**src/hw/mim_pkg.sv**
```systemverilog
package mim_pkg;

    // Register bus geometry
    localparam int ADDR_W = 8;
    localparam int DATA_W = 32;

    // Register byte offsets
    localparam logic [7:0] OFF_IRQ_STATUS = 8'h24;
    localparam logic [7:0] OFF_IRQ_ENABLE_SET = 8'h28;
    localparam logic [7:0] OFF_IRQ_ENABLE_CLEAR = 8'h2C;
    localparam logic [7:0] OFF_IRQ_MASK_STATE = 8'h30;
    localparam logic [7:0] OFF_PHY_MGMT_FRAME = 8'h34;
    localparam logic [7:0] OFF_PAUSE_COUNTER = 8'h38;
    localparam logic [7:0] OFF_HASH_FILTER_LOW = 8'h90;
    localparam logic [7:0] OFF_HASH_FILTER_HIGH = 8'h94;

    // Interrupt source bit positions
    localparam int IRQ_MGMT_DONE = 0;
    localparam int IRQ_RX_COMPLETE = 1;
    localparam int IRQ_RX_USED_BIT_SEEN = 2;
    localparam int IRQ_TX_USED_BIT_SEEN = 3;
    localparam int IRQ_TX_UNDERRUN = 4;
    localparam int IRQ_RETRY_LIMIT_HIT = 5;
    localparam int IRQ_TX_BUFFERS_EXHAUSTED = 6;
    localparam int IRQ_TX_COMPLETE = 7;
    localparam int IRQ_RX_OVERRUN = 10;
    localparam int IRQ_BUS_ERROR = 11;
    localparam int IRQ_PAUSE_FRAME_SEEN = 12;
    localparam int IRQ_PAUSE_TIME_ZERO = 13;
    localparam int IRQ_W = 14;

    // Defined interrupt bits, mask value after reset (all masked), status after reset
    localparam logic [31:0] IRQ_DEFINED = 32'h0000_3CFF;
    localparam logic [31:0] IRQ_MASK_RESET = 32'h0000_3CFF;
    localparam logic [31:0] IRQ_STATUS_RESET = 32'h0000_0000;

    // Management frame fields
    localparam int MAN_OP_LSB = 28;
    localparam int MAN_DATA_W = 16;
    localparam logic [1:0] MAN_OP_READ = 2'h2;
    localparam logic [1:0] MAN_OP_WRITE = 2'h1;
    localparam logic [31:0] MAN_RESET = 32'h0000_0000;
    localparam logic [4:0] MAN_LAST_BIT = 5'h1F;
    localparam logic [4:0] MAN_TA_BIT = 5'h11;
    localparam logic [4:0] MAN_DATA_TOP = 5'h0F;

    // Management clock: half period in core cycles (2.5 MHz from 100 MHz)
    localparam int MDC_HALF_CYCLES = 20;

    // Pause quantum timing
    localparam int PAUSE_QUANTUM_BITS = 512;
    localparam int BIT_TIME_NS = 10;
    localparam int CLK_PERIOD_NS = 10;
    localparam int PAUSE_TICK_CYCLES = PAUSE_QUANTUM_BITS * BIT_TIME_NS / CLK_PERIOD_NS;
    localparam logic [15:0] PAUSE_RESET = 16'h0000;
    localparam logic [31:0] HASH_RESET = 32'h0000_0000;

    // Management shifter states
    typedef enum logic [1:0] {
        MS_IDLE = 2'b00,
        MS_SHIFT = 2'b01,
        MS_DONE = 2'b10
    } mim_mdio_state_type;

    // Operation field of a frame asks the PHY for data
    function automatic logic mim_is_read(input logic [31:0] frame);
        return frame[MAN_OP_LSB +: 2] == MAN_OP_READ;
    endfunction

endpackage

```
**src/hw/mim_core_if.sv**
```systemverilog
`timescale 1ns/1ns
interface mim_core_if;
    logic mgmt_start;
    logic [31:0] mgmt_frame;
    logic mgmt_busy;
    logic mgmt_done;
    logic [15:0] mgmt_rdata;
    logic pause_load;
    logic [15:0] pause_wdata;
    logic [15:0] pause_count;
    logic pause_zero;

    modport ctl(output mgmt_start, mgmt_frame, pause_load, pause_wdata,
                input mgmt_busy, mgmt_done, mgmt_rdata, pause_count, pause_zero);
    modport mgmt(input mgmt_start, mgmt_frame, output mgmt_busy, mgmt_done, mgmt_rdata);
    modport pause(input pause_load, pause_wdata, output pause_count, pause_zero);
endinterface

```
**src/hw/mim_mdio_shift.sv**
```systemverilog
`timescale 1ns/1ns
module mim_mdio_shift import mim_pkg::*; #(
    parameter int MDC_HALF = MDC_HALF_CYCLES
) (
    input wire logic i_core_clk, // Core clock
    input wire logic i_reset, // Synchronous reset
    mim_core_if.mgmt bus, // Start and result
    input wire logic i_mdio_in, // Data line level
    output logic o_mdc, // Management clock
    output logic o_mdio_out, // Data line drive value
    output logic o_mdio_oe // Data line driven
);
    generate
        if (MDC_HALF < 1) begin : g_chk
            $error("MDC_HALF must be at least 1");
        end
    endgenerate

    mim_mdio_state_type state_q;
    logic [15:0] div_q;
    logic [31:0] frame_q;
    logic [4:0] bit_q;
    logic [4:0] bit_d;
    logic rd_q;
    logic done_q;
    logic [15:0] rdata_q;
    logic tick;

    assign tick = div_q == 16'(MDC_HALF - 1);
    assign bit_d = bit_q - 5'h01;
    assign bus.mgmt_busy = state_q != MS_IDLE;
    assign bus.mgmt_done = done_q;
    assign bus.mgmt_rdata = rdata_q;

    // Divider for the management clock half period
    always_ff @(posedge i_core_clk) begin
        if (i_reset || state_q == MS_IDLE || tick) begin
            div_q <= 16'h0000;
        end else begin
            div_q <= div_q + 16'h0001;
        end
    end

    // Frame shifting, MSB first; line released from turnaround on reads
    always_ff @(posedge i_core_clk) begin
        if (i_reset) begin
            state_q <= MS_IDLE;
            frame_q <= 32'h0000_0000;
            bit_q <= 5'h00;
            rd_q <= 1'b0;
            done_q <= 1'b0;
            rdata_q <= 16'h0000;
            o_mdc <= 1'b0;
            o_mdio_out <= 1'b0;
            o_mdio_oe <= 1'b0;
        end else begin
            done_q <= 1'b0;
            case (state_q)
                MS_IDLE: begin
                    if (bus.mgmt_start) begin
                        frame_q <= bus.mgmt_frame;
                        rd_q <= mim_is_read(bus.mgmt_frame);
                        bit_q <= MAN_LAST_BIT;
                        o_mdio_out <= bus.mgmt_frame[31];
                        o_mdio_oe <= 1'b1;
                        state_q <= MS_SHIFT;
                    end
                end
                MS_SHIFT: begin
                    if (tick) begin
                        o_mdc <= ~o_mdc;
                        if (!o_mdc) begin
                            if (rd_q && bit_q <= MAN_DATA_TOP) begin
                                rdata_q <= {rdata_q[14:0], i_mdio_in};
                            end
                            if (bit_q == 5'h00) begin
                                state_q <= MS_DONE;
                            end
                        end else begin
                            bit_q <= bit_d;
                            o_mdio_out <= frame_q[bit_d];
                            o_mdio_oe <= !(rd_q && bit_d <= MAN_TA_BIT);
                        end
                    end
                end
                MS_DONE: begin
                    if (tick) begin
                        o_mdc <= 1'b0;
                        o_mdio_oe <= 1'b0;
                        done_q <= 1'b1;
                        state_q <= MS_IDLE;
                    end
                end
                default: begin
                    state_q <= MS_IDLE;
                end
            endcase
        end
    end
endmodule

```
**src/hw/mim_pause_ctr.sv**
```systemverilog
`timescale 1ns/1ns
module mim_pause_ctr import mim_pkg::*; #(
    parameter int TICK_CYCLES = PAUSE_TICK_CYCLES
) (
    input wire logic i_core_clk, // Core clock
    input wire logic i_reset, // Synchronous reset
    mim_core_if.pause bus // Load and live count
);
    generate
        if (TICK_CYCLES < 1 || TICK_CYCLES > 65536) begin : g_chk
            $error("TICK_CYCLES out of range");
        end
    endgenerate

    logic [15:0] tick_q;
    logic [15:0] cnt_q;
    logic zero_q;
    logic tick;

    assign tick = tick_q == 16'(TICK_CYCLES - 1);
    assign bus.pause_count = cnt_q;
    assign bus.pause_zero = zero_q;

    // Quantum divider, restarted by a load
    always_ff @(posedge i_core_clk) begin
        if (i_reset || bus.pause_load || tick || cnt_q == 16'h0000) begin
            tick_q <= 16'h0000;
        end else begin
            tick_q <= tick_q + 16'h0001;
        end
    end

    // Live count and the event on reaching zero
    always_ff @(posedge i_core_clk) begin
        if (i_reset) begin
            cnt_q <= PAUSE_RESET;
            zero_q <= 1'b0;
        end else begin
            zero_q <= 1'b0;
            if (bus.pause_load) begin
                cnt_q <= bus.pause_wdata;
            end else if (tick && cnt_q != 16'h0000) begin
                cnt_q <= cnt_q - 16'h0001;
                zero_q <= cnt_q == 16'h0001;
            end
        end
    end
endmodule

```
**src/hw/mim_mac_regs.sv**
```systemverilog
`timescale 1ns/1ns
// Contract
// - A write-only enable register unmasks the interrupt of each source whose bit is one.
// - A write-only disable register of the same layout masks each source whose bit is one.
// - A read-only mask register of the same layout shows which sources are masked.
// - Low byte: mgmt done 0, rx complete 1, rx used bit 2, tx used bit 3, underrun 4, retry 5, exhausted 6, tx complete 7.
// - Bits 10 to 13 are rx overrun, bus error, pause frame and pause zero; 8, 9, 14-31 unused.
// - The low 16 bits of the management register carry write data, and after a read frame the PHY's data.
// - Operation code 10 reads the PHY, 01 writes it, other codes make an invalid frame.
// - Completion of a management frame raises the done event, cleared by a status read.
// - The 16-bit pause count is live and steps down every 512 bit times while nonzero.
// - The pause count stepping down to zero raises the pause-zero event, cleared by a status read.
// - The low hash register stores hash filter bits 31 to 0 and reads them back.
// - The high hash register stores hash filter bits 63 to 32 and reads them back.
module mim_mac_regs import mim_pkg::*; #(
    parameter int MDC_HALF = MDC_HALF_CYCLES,
    parameter int PAUSE_TICKS = PAUSE_TICK_CYCLES
) (
    input wire logic i_core_clk, // Core clock, 100 MHz
    input wire logic i_reset, // Synchronous reset, active high
    input wire logic i_psel, // APB select
    input wire logic i_penable, // APB enable
    input wire logic i_pwrite, // APB direction
    input wire logic [ADDR_W-1:0] i_paddr, // APB byte address
    input wire logic [DATA_W-1:0] i_pwdata, // APB write data
    output logic [DATA_W-1:0] o_prdata, // APB read data
    output logic o_pready, // APB ready
    output logic o_pslverr, // APB error, unmapped address
    input wire logic [IRQ_W-1:0] i_evt, // Event pulses from the MAC
    output logic o_irq, // Interrupt, level
    output logic o_mdc, // Management clock
    output logic o_mdio_out, // Management data drive value
    output logic o_mdio_oe, // Management data driven
    input wire logic i_mdio_in, // Management data level
    output logic o_mgmt_busy, // Frame in progress
    output logic o_pause_active, // Pause count nonzero
    output logic [63:0] o_hash_filter // Hash filter bits
);
    mim_core_if core();

    logic pready_q;
    logic slverr_q;
    logic [31:0] prdata_q;
    logic [31:0] status_q;
    logic [31:0] mask_q;
    logic [31:0] man_q;
    logic [31:0] hash_lo_q;
    logic [31:0] hash_hi_q;
    logic start_q;
    logic load_q;
    logic [15:0] load_val_q;
    logic irq_q;
    logic busy_q;
    logic active_q;
    logic acc;
    logic wr_fire;
    logic rd_fire;
    logic [31:0] wdata_def;
    logic [31:0] evt_vec;
    logic [31:0] rd_mux;
    logic irq_d;

    // Register offset is one this block answers
    function automatic logic reg_mapped(input logic [7:0] a);
        return a == OFF_IRQ_STATUS || a == OFF_IRQ_ENABLE_SET ||
               a == OFF_IRQ_ENABLE_CLEAR || a == OFF_IRQ_MASK_STATE ||
               a == OFF_PHY_MGMT_FRAME || a == OFF_PAUSE_COUNTER ||
               a == OFF_HASH_FILTER_LOW || a == OFF_HASH_FILTER_HIGH;
    endfunction

    // Bus phase decode
    assign acc = i_psel && i_penable;
    assign wr_fire = acc && pready_q && i_pwrite;
    assign rd_fire = acc && pready_q && !i_pwrite;
    assign wdata_def = i_pwdata & IRQ_DEFINED;

    // Event vector in register layout; done and pause zero come from inside
    always_comb begin
        evt_vec = 32'h0000_0000;
        evt_vec[IRQ_W-1:0] = i_evt;
        evt_vec[IRQ_MGMT_DONE] = core.mgmt_done;
        evt_vec[IRQ_PAUSE_TIME_ZERO] = core.pause_zero;
        evt_vec = evt_vec & IRQ_DEFINED;
    end

    // Read data selection
    always_comb begin
        rd_mux = 32'h0000_0000;
        case (i_paddr)
            OFF_IRQ_STATUS: rd_mux = status_q;
            OFF_IRQ_MASK_STATE: rd_mux = mask_q;
            OFF_PHY_MGMT_FRAME: rd_mux = man_q;
            OFF_PAUSE_COUNTER: rd_mux = {16'h0000, core.pause_count};
            OFF_HASH_FILTER_LOW: rd_mux = hash_lo_q;
            OFF_HASH_FILTER_HIGH: rd_mux = hash_hi_q;
            default: rd_mux = 32'h0000_0000;
        endcase
    end

    // APB answer: ready in the second access cycle, data and error with it
    always_ff @(posedge i_core_clk) begin
        if (i_reset) begin
            pready_q <= 1'b0;
            slverr_q <= 1'b0;
            prdata_q <= 32'h0000_0000;
        end else begin
            pready_q <= acc && !pready_q;
            if (acc && !pready_q) begin
                slverr_q <= !reg_mapped(i_paddr);
                prdata_q <= i_pwrite ? 32'h0000_0000 : rd_mux;
            end else begin
                slverr_q <= 1'b0;
            end
        end
    end

    // Sticky status; a read clears only the bits it reported, new events win
    always_ff @(posedge i_core_clk) begin
        if (i_reset) begin
            status_q <= IRQ_STATUS_RESET;
        end else if (rd_fire && i_paddr == OFF_IRQ_STATUS) begin
            status_q <= (status_q & ~prdata_q) | evt_vec;
        end else begin
            status_q <= status_q | evt_vec;
        end
    end

    // Mask: enable clears, disable sets, zeros leave bits alone
    always_ff @(posedge i_core_clk) begin
        if (i_reset) begin
            mask_q <= IRQ_MASK_RESET;
        end else if (wr_fire && i_paddr == OFF_IRQ_ENABLE_SET) begin
            mask_q <= mask_q & ~wdata_def;
        end else if (wr_fire && i_paddr == OFF_IRQ_ENABLE_CLEAR) begin
            mask_q <= mask_q | wdata_def;
        end
    end

    // Interrupt level from unmasked status
    assign irq_d = |(status_q & ~mask_q);
    always_ff @(posedge i_core_clk) begin
        if (i_reset) begin
            irq_q <= 1'b0;
        end else begin
            irq_q <= irq_d;
        end
    end

    // Management register; writes while busy are ignored
    always_ff @(posedge i_core_clk) begin
        if (i_reset) begin
            man_q <= MAN_RESET;
            start_q <= 1'b0;
        end else begin
            start_q <= 1'b0;
            if (wr_fire && i_paddr == OFF_PHY_MGMT_FRAME && !core.mgmt_busy && !start_q) begin
                man_q <= i_pwdata;
                start_q <= 1'b1;
            end else if (core.mgmt_done && mim_is_read(man_q)) begin
                man_q[MAN_DATA_W-1:0] <= core.mgmt_rdata;
            end
        end
    end

    // Pause counter load
    always_ff @(posedge i_core_clk) begin
        if (i_reset) begin
            load_q <= 1'b0;
            load_val_q <= PAUSE_RESET;
        end else begin
            load_q <= wr_fire && i_paddr == OFF_PAUSE_COUNTER;
            if (wr_fire && i_paddr == OFF_PAUSE_COUNTER) begin
                load_val_q <= i_pwdata[15:0];
            end
        end
    end

    // Hash filter words
    always_ff @(posedge i_core_clk) begin
        if (i_reset) begin
            hash_lo_q <= HASH_RESET;
            hash_hi_q <= HASH_RESET;
        end else begin
            if (wr_fire && i_paddr == OFF_HASH_FILTER_LOW) begin
                hash_lo_q <= i_pwdata;
            end
            if (wr_fire && i_paddr == OFF_HASH_FILTER_HIGH) begin
                hash_hi_q <= i_pwdata;
            end
        end
    end

    // Status outputs
    always_ff @(posedge i_core_clk) begin
        if (i_reset) begin
            busy_q <= 1'b0;
            active_q <= 1'b0;
        end else begin
            busy_q <= core.mgmt_busy || start_q;
            active_q <= core.pause_count != 16'h0000;
        end
    end

    assign core.mgmt_start = start_q;
    assign core.mgmt_frame = man_q;
    assign core.pause_load = load_q;
    assign core.pause_wdata = load_val_q;

    assign o_prdata = prdata_q;
    assign o_pready = pready_q;
    assign o_pslverr = slverr_q;
    assign o_irq = irq_q;
    assign o_mgmt_busy = busy_q;
    assign o_pause_active = active_q;
    assign o_hash_filter = {hash_hi_q, hash_lo_q};

    // Serial management shifter
    mim_mdio_shift #(.MDC_HALF(MDC_HALF)) u_mdio (
        .i_core_clk(i_core_clk),
        .i_reset(i_reset),
        .bus(core.mgmt),
        .i_mdio_in(i_mdio_in),
        .o_mdc(o_mdc),
        .o_mdio_out(o_mdio_out),
        .o_mdio_oe(o_mdio_oe)
    );

    // Pause quantum counter
    mim_pause_ctr #(.TICK_CYCLES(PAUSE_TICKS)) u_pause (
        .i_core_clk(i_core_clk),
        .i_reset(i_reset),
        .bus(core.pause)
    );
endmodule

```
**config.mk**
```make
export PLATFORM = sky130hd
export DESIGN_NAME = mim_mac_regs
export DESIGN_NICKNAME = d
export VERILOG_FILES = /design/src/hw/mim_pkg.sv /design/src/hw/mim_core_if.sv /design/src/hw/mim_mdio_shift.sv /design/src/hw/mim_pause_ctr.sv /design/src/hw/mim_mac_regs.sv
export SDC_FILE = /design/constraint.sdc
export NUM_CORES = 1
export LEC_CHECK = 0
export ABC_AREA = 1
export BUFFER_PORTS_ARGS = -buffer_cell sky130_fd_sc_hd__buf_4
export CORE_ASPECT_RATIO = 1.5
export CORE_MARGIN = 2
export CORE_UTILIZATION = 30
export CTS_CLUSTER_DIAMETER = 50
export CTS_CLUSTER_SIZE = 30
export DETAILED_ROUTE_END_ITERATION = 10
export GPL_TIMING_DRIVEN = 0
export PLACE_DENSITY = 0.46
export SETUP_SLACK_MARGIN = 0.3
export SLEW_MARGIN = 10
export SYNTH_ARGS = -nofsm -noshare
export SYNTH_HDL_FRONTEND = slang
export SYNTH_SLANG_ARGS = --single-unit
```
**constraint.sdc**
```tcl
create_clock -name i_core_clk -period 3.4 [get_ports i_core_clk]
set_clock_uncertainty 0.1 [all_clocks]
set_input_delay 0.51 -clock i_core_clk [delete_from_list [all_inputs] [get_ports i_core_clk]]
set_output_delay 0.51 -clock i_core_clk [all_outputs]
set_load 0.01 [all_outputs]
```
Word-level counts from Yosys, hierarchy flattened
Index checks and enable logic that the tools add are counted.
Storage, ports and cells
  register bits: 324
  bits of input ports: 60
Operators by class
  add/sub/neg operators: 4
  magnitude comparators: 3
  equality and inequality tests: 20
  mux-type cells: 34
  bitwise gates (word level): 13
  reduce and logical (&&, ||, !) cells: 58
Operator list (count)
  $pmux 32 s6: 1
  $mux 32: 4
  $and 32x32->32: 3
  $or 32x14->32: 3
  $mux 16: 4
  $not 32->32: 2
  $eq 8x6->1 const B: 6
  $add 16x1->16 const B: 2
  $not 14->32: 1
  $reduce_or 32->1: 1
  $logic_and 1x1->1: 18
  $eq 16x1->1 const B: 1
  $eq 16x5->1 const B: 1
  $eq 16x9->1 const B: 1
  $eq 8x8->1 const B: 2
  $logic_not 16->1: 1
  $reduce_bool 16->1: 1
  $sub 16x1->16 const B: 1
  $mux 5: 3
  $logic_or 1x1->1: 13
  $reduce_bool 2->1: 6
  $mux 1: 11
  $mux 2: 5
  $pmux 5 s2: 1
  other kinds (23): 40

Longest topological paths before layout
Gate-level depths: netlist of the first run.
  depth in word-level cells: 9
  mapped depth: 13

Hierarchy
From an unflattened synthesis of the first run, not the netlist that was laid out.
Second synthesis, totals
  cells, all modules: 2091
  area, all modules: 14234.9 sq um
By module, submodules not included
  mim_mac_regs: times used 1, cells each 1268, area each 8683.3 sq um, sequential area each 3903.7 sq um
  mim_mdio_shift: times used 1, cells each 506, area each 3533.4 sq um, sequential area each 1521.5 sq um
  mim_pause_ctr: times used 1, cells each 317, area each 2018.2 sq um, sequential area each 660.6 sq um

Worst setup path before layout of the first run
No wires, ideal clock.
  path kind: register to register
  start: register u_mdio.bit_q[0]
  end: register u_mdio.o_mdio_out
  library setup time: 109 ps
  arrival: 1862 ps
  data required time: 3191 ps
  slack: 1329 ps
  cell stages (with the launch flop): 14
  path buffers: 2
  clock period less this slack: 2071 ps
  cell sequence: dfxtp_1 clkinv_1 clkbuf_1 ha_1 clkbuf_1 nor2_1 o21ai_0 nand3_1 nand3_1 nand2_1 nand2_1 nand3_1 nand2_1 inv_1
Between the ends
  longest elaborated chain between the ends: 6
RTL lines
  from (decl): line mim_mdio_shift.sv:22  | logic [4:0] bit_q;
  from (signal assigned): line mim_mdio_shift.sv:80  | bit_q <= bit_d;
  $sub 5x1->5: line mim_mdio_shift.sv:30  | assign bit_d = bit_q - 5'h01;
  $bmux 1 s5: line mim_mdio_shift.sv:81  | o_mdio_out <= frame_q[bit_d];
  $mux 1 (not written as such): line mim_mdio_shift.sv:81
  $mux 1: line mim_mdio_shift.sv:72  | if (!o_mdc) begin
  $mux 1: line mim_mdio_shift.sv:70  | if (tick) begin
  $pmux 1 s2: line mim_mdio_shift.sv:58  | case (state_q)
  to (signal assigned): line mim_mdio_shift.sv:64  | o_mdio_out <= bus.mgmt_frame[31];
  to (signal assigned): line mim_mdio_shift.sv:81
  to (decl): line mim_mdio_shift.sv:10  | output logic o_mdio_out,
Every way passes these cells. The select of a mux whose other input is x is not followed.
A chain may end at the register's enable or synchronous reset.

Worst setup path after layout of the first run
Same ends and word-level chain as after synthesis.

==> results of run 1 <==
==> per-stage QoR <==
stage          worst slack [ns]  cells  area (um^2)  utilization [%]  hold WS [ns]
6_report                 0.6328   2756        16530            36.98       0.03483
3_5_place_dp             0.5908   2699        15500            34.68        0.3331
4_1_cts                  0.5749   2756        16530            36.98       0.01656
3_3_place_gp             0.5690   2699        15500            34.68        0.3326
5_1_grt                  0.3795   2756        16530            36.98       0.02824
2_1_floorplan             1.329   1958        13580                -        0.3175
==> final timing paths <==
| kind | startpoint | to | slack (ns) |
|---|---|---|---|
| setup reg to reg | u_mdio.bit_q[0] | u_mdio.o_mdio_out | 0.63 |
| hold reg to reg | u_mdio.div_q[0] | u_mdio.div_q[0] | 0.35 |
| setup / recovery | u_mdio.bit_q[0] | u_mdio.o_mdio_out | 0.63 |
| hold / removal | i_evt[10] | status_q[10] | 0.03 |
==> layer usage <==
metal | track usage (%) | share of wire, %
met1 | 25.31 | 38
met2 | 43.44 | 53
met3 | 2.610 | 4.5
met4 | 10.72 | 5.0
met5 | 0 | 0
==> cells in the mapped netlist (all sizes together) <==
cell / n
a31oi: 4
o21bai: 3
nand3: 169
nor2: 216
ha: 7
xnor2: 8
dfxtp: 304
nand3b: 2
clkbuf: 69
clkinv: 3
nand2: 406
inv: 198
nand4: 26
a21oi: 211
xor2: 6
o21ai: 222
buf: 36
a211oi: 12
a41oi: 1
nor4: 4
o22ai: 6
nor3b: 9
o21a: 11
nor3: 25
==> power by group <==
part,switching (W),total (W),leakage [nW],internal [W]
logic,0.000216,0.000305,3.68,0.0000884
registers,0.00000503,0.00358,2.45,0.00357
clock network,0.00156,0.00350,0.510,0.00194
==> state kept, by name, indices dropped and copies added (netlist names), 2 cells and up, named ones only <==
signal and count:
core.mgmt_frame 32, hash_lo_q 32, u_mdio.bus.mgmt_rdata 16, u_mdio.bit_q 5
u_mdio.frame_q 32, u_pause.tick_q 16, u_mdio.state_q 2, status_q 32
hash_hi_q 32, o_prdata 32, core.pause_wdata 16, u_pause.bus.pause_count 16
u_mdio.div_q 16
==> logic make-up (layout without fill, tap and decap cells) <==
family | Yosys count | after routing | synth area share [%]
adders and majority gates | 7 | 7 | 0.6451
xor gates and xnor gates | 14 | 14 | 0.9032
and+or+nand+nor | 857 | 857 | 26.85
DFF | 304 | 304 | 44.83
buffers and inverters | 306 | 522 | 8.847
AOI/OAI and AO/OA | 470 | 470 | 17.92
==> cell type report <==
class,count,area [um^2],area share (%)
multi-input combinational,1348,6290,38.05
timing repair buffer,159,1194,7.221
clock inverter,19,188.9,1.143
sequential,304,6086,36.82
buffer,105,446.7,2.702
inverter,201,754.5,4.564
tap,582,728.2,4.405
clock buffer,38,842.1,5.094
==> metrics.md, run 1 <==
| Metric | Value |
|---|---|
| Crit path time final | 2.767 ns |
| Clk Latency, worst-skew pair | 0.58 ns |
| Vias | 13543 |
| Slew Limit Fails | 0 |
| Clock sink count | 304 |
| Most common cell after layout, fill and taps aside | nand2_1 |
| CP bufs+invs | 4 |
| CTS tree | yes |
| GRT Overall Usage | 23.06% |
| Share of cells above drive strength 1 | 12.24% |
| Pwr Density | 446.7 nW/um^2 |
| Status | completed |
| Hpwl dp | 44.30 mm |
| DRC | 0 |
| Number of port buffers | 159 |
| Leak | 6.644 nW |
| Power after layout | 0.007384 W |
| CP Capture Type | flop |
| Antenna violations before repair | 0 |
| R2R depth | 13 |
| HP Class | in -> reg |
| Synth warn | 0 |
| Synth area leaders | dfxtp_1 45%, nand2_1 11%, a21oi_1 7.8% |
| Slew @ Worst Pin | 0.8765 ns |
| Core area | 44690 um^2 |
| Final setup TNS | 0 ns |
| ANT cells | 0 |
| Mean Syn Cell Area | 6.934 um^2 |
| Area growth from synthesis to layout | 21.75% |
| Clk pin slew, worst setup/hold paths | 0.07 ns |
| Post-detailed-route count of antenna-violating nets | 0 |
| CP cell instances | clkinv_1 -> clkbuf_1 -> ha_1 -> clkbuf_1 -> nor2_1 -> o21ai_0 -> nand3_1 -> nand3_1 -> nand2_1 -> nand2_1 -> nand3_1 -> nand2_1 -> inv_1 |
| CTS buffer count | 31 |
| Post-synthesis sequential area ratio | 44.83% |
| Post-synth top area cell | dfxtp_1 |
| Max Cap Viol | 0 |
| Site Rows | 95 |
| CP Launch Type | flop |
| Vias in the first global route | 13339 |
| Mapped cell area | 13580 um^2 |
| Slowest CP cell | ha_1 |
| Kind of cell adding the most delay to the critical path | buffers and inverters |
| GP Congestion | 0.9082 |
| Hold Buf Count CTS | 0 |
| H-Tree Level Count | 1 |
| Stages on worst setup path | 13 |
| Final WL | 54.62 mm |
| GRT overflow | 0 |
| Global-route wire length before repair | 81.79 mm |
| DIE AREA | 47010 um^2 |
| Hold path depth | 2 |
| Crit Path Class | reg -> reg |
| Setup violations, final | 0 |
| Drt first pass iters | 5 |
| CP max FO | 11 |
| Fmax | 0.3614 GHz |
| WP data required | 3.78 ns |
| Fillers | 4996 |
| Commonest non-fill, non-tap cells in the layout | 402 x nand2_1, 304 x dfxtp_1, 213 x nor2_1 |
| Cells after Synth | 1958 |
| Clk buf depth | 3 |
| #FFs+latches synth | 304 |
| Slew Limit Headroom | 41.57% |
| Final net count | 2217 |
| Setup bufs post-CTS | 0 |
| Syn_nets | 2025 |
| Period utilization | 81.39% |
| Routed vias/inst | 4.914 |
| Pin count of the biggest net entering global routing | 16 |
| Synth top area share | 44.83% |
| Drt first-iter violations | 761 |
| DIE HEIGHT | 264.5 um |
| Max VDD drop | 381.9 uV |
| Hold Violations, Final | 0 |
| Post-synth cell types | 34 |
| Starting Density | 30.38% |
| Die width | 177.7 um |
| Cts repair resizes | 0 |
| CP max stage delay | 0.41 ns |
| Wire per inst | 19.82 um |
| RSZ-0062 raised after global routing | false |
| Clock tree root driver cell | clkbuf_16 |
| Io pins | 164 |
| Arrival time worst endpoint | 3.15 ns |
Note: power is estimated with default switching activity, not from simulation.
==> run 2: changes to the inputs <==
--- a/config.mk
+++ b/config.mk
@@ -14,7 +14,7 @@
 export CTS_CLUSTER_SIZE = 30
 export DETAILED_ROUTE_END_ITERATION = 10
 export GPL_TIMING_DRIVEN = 0
-export PLACE_DENSITY = 0.46
+export PLACE_DENSITY = 0.47
 export SETUP_SLACK_MARGIN = 0.3
 export SLEW_MARGIN = 10
 export SYNTH_ARGS = -nofsm -noshare
==> constraint.sdc (replaced) <==
create_clock -name i_core_clk -period 2.5 [get_ports i_core_clk]
set_clock_uncertainty 0.1 [all_clocks]
set_input_delay 0.375 -clock i_core_clk [delete_from_list [all_inputs] [get_ports i_core_clk]]
set_output_delay 0.375 -clock i_core_clk [all_outputs]
set_load 0.01 [all_outputs]
==> metrics.md, run 2 (synthesis results as in run 1) <==
| Metric | Value |
|---|---|
| Routed vias/inst | 4.910 (about the same) |
| Number of port buffers | 159 (unchanged) |
| Clk buf depth | 3 (unchanged) |
| Area growth from synthesis to layout | 25.80% |
| DIE HEIGHT | 264.5 um (unchanged) |
| CP max FO | 10 (-1) |
| Most common cell after layout, fill and taps aside | nand2_1 |
| ANT cells | 0 (unchanged) |
| DRC | 0 (unchanged) |
| Hold Violations, Final | 0 (unchanged) |
| Slowest CP cell | dlygate4sd3_1 |
| R2R depth | 6 (-7) |
| GP Congestion | 0.9395 (+3.4%) |
| Clk pin slew, worst setup/hold paths | 0.07 ns (about the same) |
| Slew Limit Headroom | 45.81% (+4.2 points) |
| Vias | 13718 (+1.3%) |
| H-Tree Level Count | 1 (unchanged) |
| Post-detailed-route count of antenna-violating nets | 0 (unchanged) |
| Final WL | 54.69 mm (+0.13%) |
| CP bufs+invs | 4 (unchanged) |
| CTS buffer count | 31 (unchanged) |
| CP Launch Type | input pin |
| Leak | 6.877 nW (+3.5%) |
| Crit Path Class | in -> reg |
| Fmax | 0.4744 GHz |
| Crit. Startpoint | i_pwrite |
| Final instance area | 17080 um^2 (+3.3%) |
| Pin count of the biggest net entering global routing | 23 (+7) |
| Max Cap Viol | 0 (unchanged) |
| Period utilization | 84.31% |
| Slew @ Worst Pin | 0.8129 ns (-0.06355 ns) |
| CP max stage delay | 0.53 ns (+0.12 ns) |
| Die width | 177.7 um (unchanged) |
| Site Rows | 95 (unchanged) |
| Clock sink count | 304 (unchanged) |
| Max VDD drop | 475.0 uV (+24%) |
| Kind of cell adding the most delay to the critical path | buffers and inverters |
| Clk Latency, worst-skew pair | 0.61 ns (+0.03 ns) |
| Setup violations, final | 0 (unchanged) |
| R2R Path Start | o_pready |
| Stages on worst setup path | 8 (-5) |
| Vias in the first global route | 13525 (+1.4%) |
| RSZ-0062 raised after global routing | false |
| CTS tree | yes |
| Cell Area, Placed | 15500 um^2 (unchanged) |
| HP Class | in -> reg |
| CP cell instances | dlygate4sd3_1 -> buf_4 -> nand4_1 -> inv_2 -> nand3_1 -> clkbuf_1 -> o21ai_0 -> a21oi_1 |
| Io pins | 164 (unchanged) |
| Commonest non-fill, non-tap cells in the layout | 402 x nand2_1, 301 x dfxtp_1, 211 x a21oi_1 |
| CP Capture Point | hash_hi_q[18] |
| WP data required | 2.87 ns (-0.91 ns) |
| Clock tree root driver cell | clkbuf_16 |
| Status | completed |
| Hpwl dp | 43.48 mm (-1.9%) |
| Pwr Density | 602.8 nW/um^2 (+35%) |
| Drt first-iter violations | 937 (+23%) |
| GRT overflow | 0 (unchanged) |
| Global-route wire length before repair | 81.62 mm (-0.20%) |
| Crit path time final | 2.108 ns |
| Slew Limit Fails | 0 (unchanged) |
| R2R setup slack | 0.43 ns (-0.20 ns) |
| Wire per inst | 19.57 um (-1.2%) |
| CP Capture Type | flop |
| Starting Density | 30.38% (unchanged) |
| DIE AREA | 47010 um^2 (unchanged) |
| Final setup TNS | 0 ns (unchanged) |
| Core area | 44690 um^2 (unchanged) |
| Drt first pass iters | 6 (+1) |
| GRT Overall Usage | 22.99% (-0.064 points) |
| Arrival time worst endpoint | 2.47 ns (-0.68 ns) |
| Antenna violations before repair | 0 (unchanged) |
| Final net count | 2255 (+1.7%) |
| Power after layout | 0.01030 W (+39%) |
| R2R Path End | hash_hi_q[18] |
| Share of cells above drive strength 1 | 13.43% (+1.2 points) |
## run 2: per-layer routing
| metal | global-route usage, % | vias to the layer above | wire, um |
|---|---|---|---|
| met4 | 11.39 | 0 | 2892 |
| met2 | 42.56 | 341 | 28200 |
| met3 | 2.625 | 115 | 2258 |
| met5 | 0 | - | 0 |
| met1 | 25.60 | 6373 | 21340 |
| li1 | - | 6889 | - |
## run 2: what timing repair did
| item | in CTS | in global routing |
|---|---|---|
| gates resized for setup | 13 | 32 |
| buffers inserted | 1 | 2 |
| endpoints found under the hold margin | 79 | 0 |
| pin swaps | 0 | 1 |
| endpoints found under the setup margin | 53 | 103 |
| hold buffers | 35 | 0 |
## run 2: where the power goes
part	leakage (nW)	switching [W]	internal, W	total (W)
sequential	2.45	0.00000711	0.00485	0.00486
combinational	3.90	0.000301	0.000156	0.000457
clock	0.527	0.00242	0.00256	0.00498
## run 2: worst min-delay path by stage
stage	slack, ns	depth (start not counted)	from	end
floorplan	0.32	1	u_pause.tick_q[0]	u_pause.tick_q[0]
global placement	0.33	1	u_pause.tick_q[0]	u_pause.tick_q[0]
detailed placement	0.33	1	u_pause.bus.pause_zero	status_q[13]
CTS	0.0005	3	i_pwdata[3]	core.mgmt_frame[3]
global route	0.01	3	i_pwdata[11]	core.pause_wdata[11]
finish	0.02	3	i_pwdata[7]	core.pause_wdata[7]
## run 2: cell type report
| class | instances | area (um^2) |
|---|---|---|
| buffer | 105 | 464.2 |
| clock buffer | 33 | 793.3 |
| clock inverter | 24 | 295.3 |
| fill | 4876 | 27610 |
| inverter | 201 | 763.2 |
| multi-input combinational | 1348 | 6380 |
| sequential | 304 | 6090 |
| tap | 582 | 728.2 |
| timing repair buffer | 197 | 1567 |
## run 2: per-stage QoR
stage	setup slack (ns)	hold slack (ns)	util, %	cells
after floorplan	0.4292	0.3175	-	1958
after global placement	-0.3129	0.3299	34.68	2699
after detailed placement	-0.2858	0.3316	34.68	2699
after CTS	0.2792	0.0005217	38.05	2792
after global routing	0.3012	0.01422	38.22	2794
final	0.3922	0.02462	38.22	2794
## run 2: tightest hold or removal path: cells and delay by family
family | cells | cell delay (ns)
AO/OA/AOI/OAI | 1 | 0.06
buffers and inverters | 1 | 0.16
AND/OR/NAND/NOR | 1 | 0.09
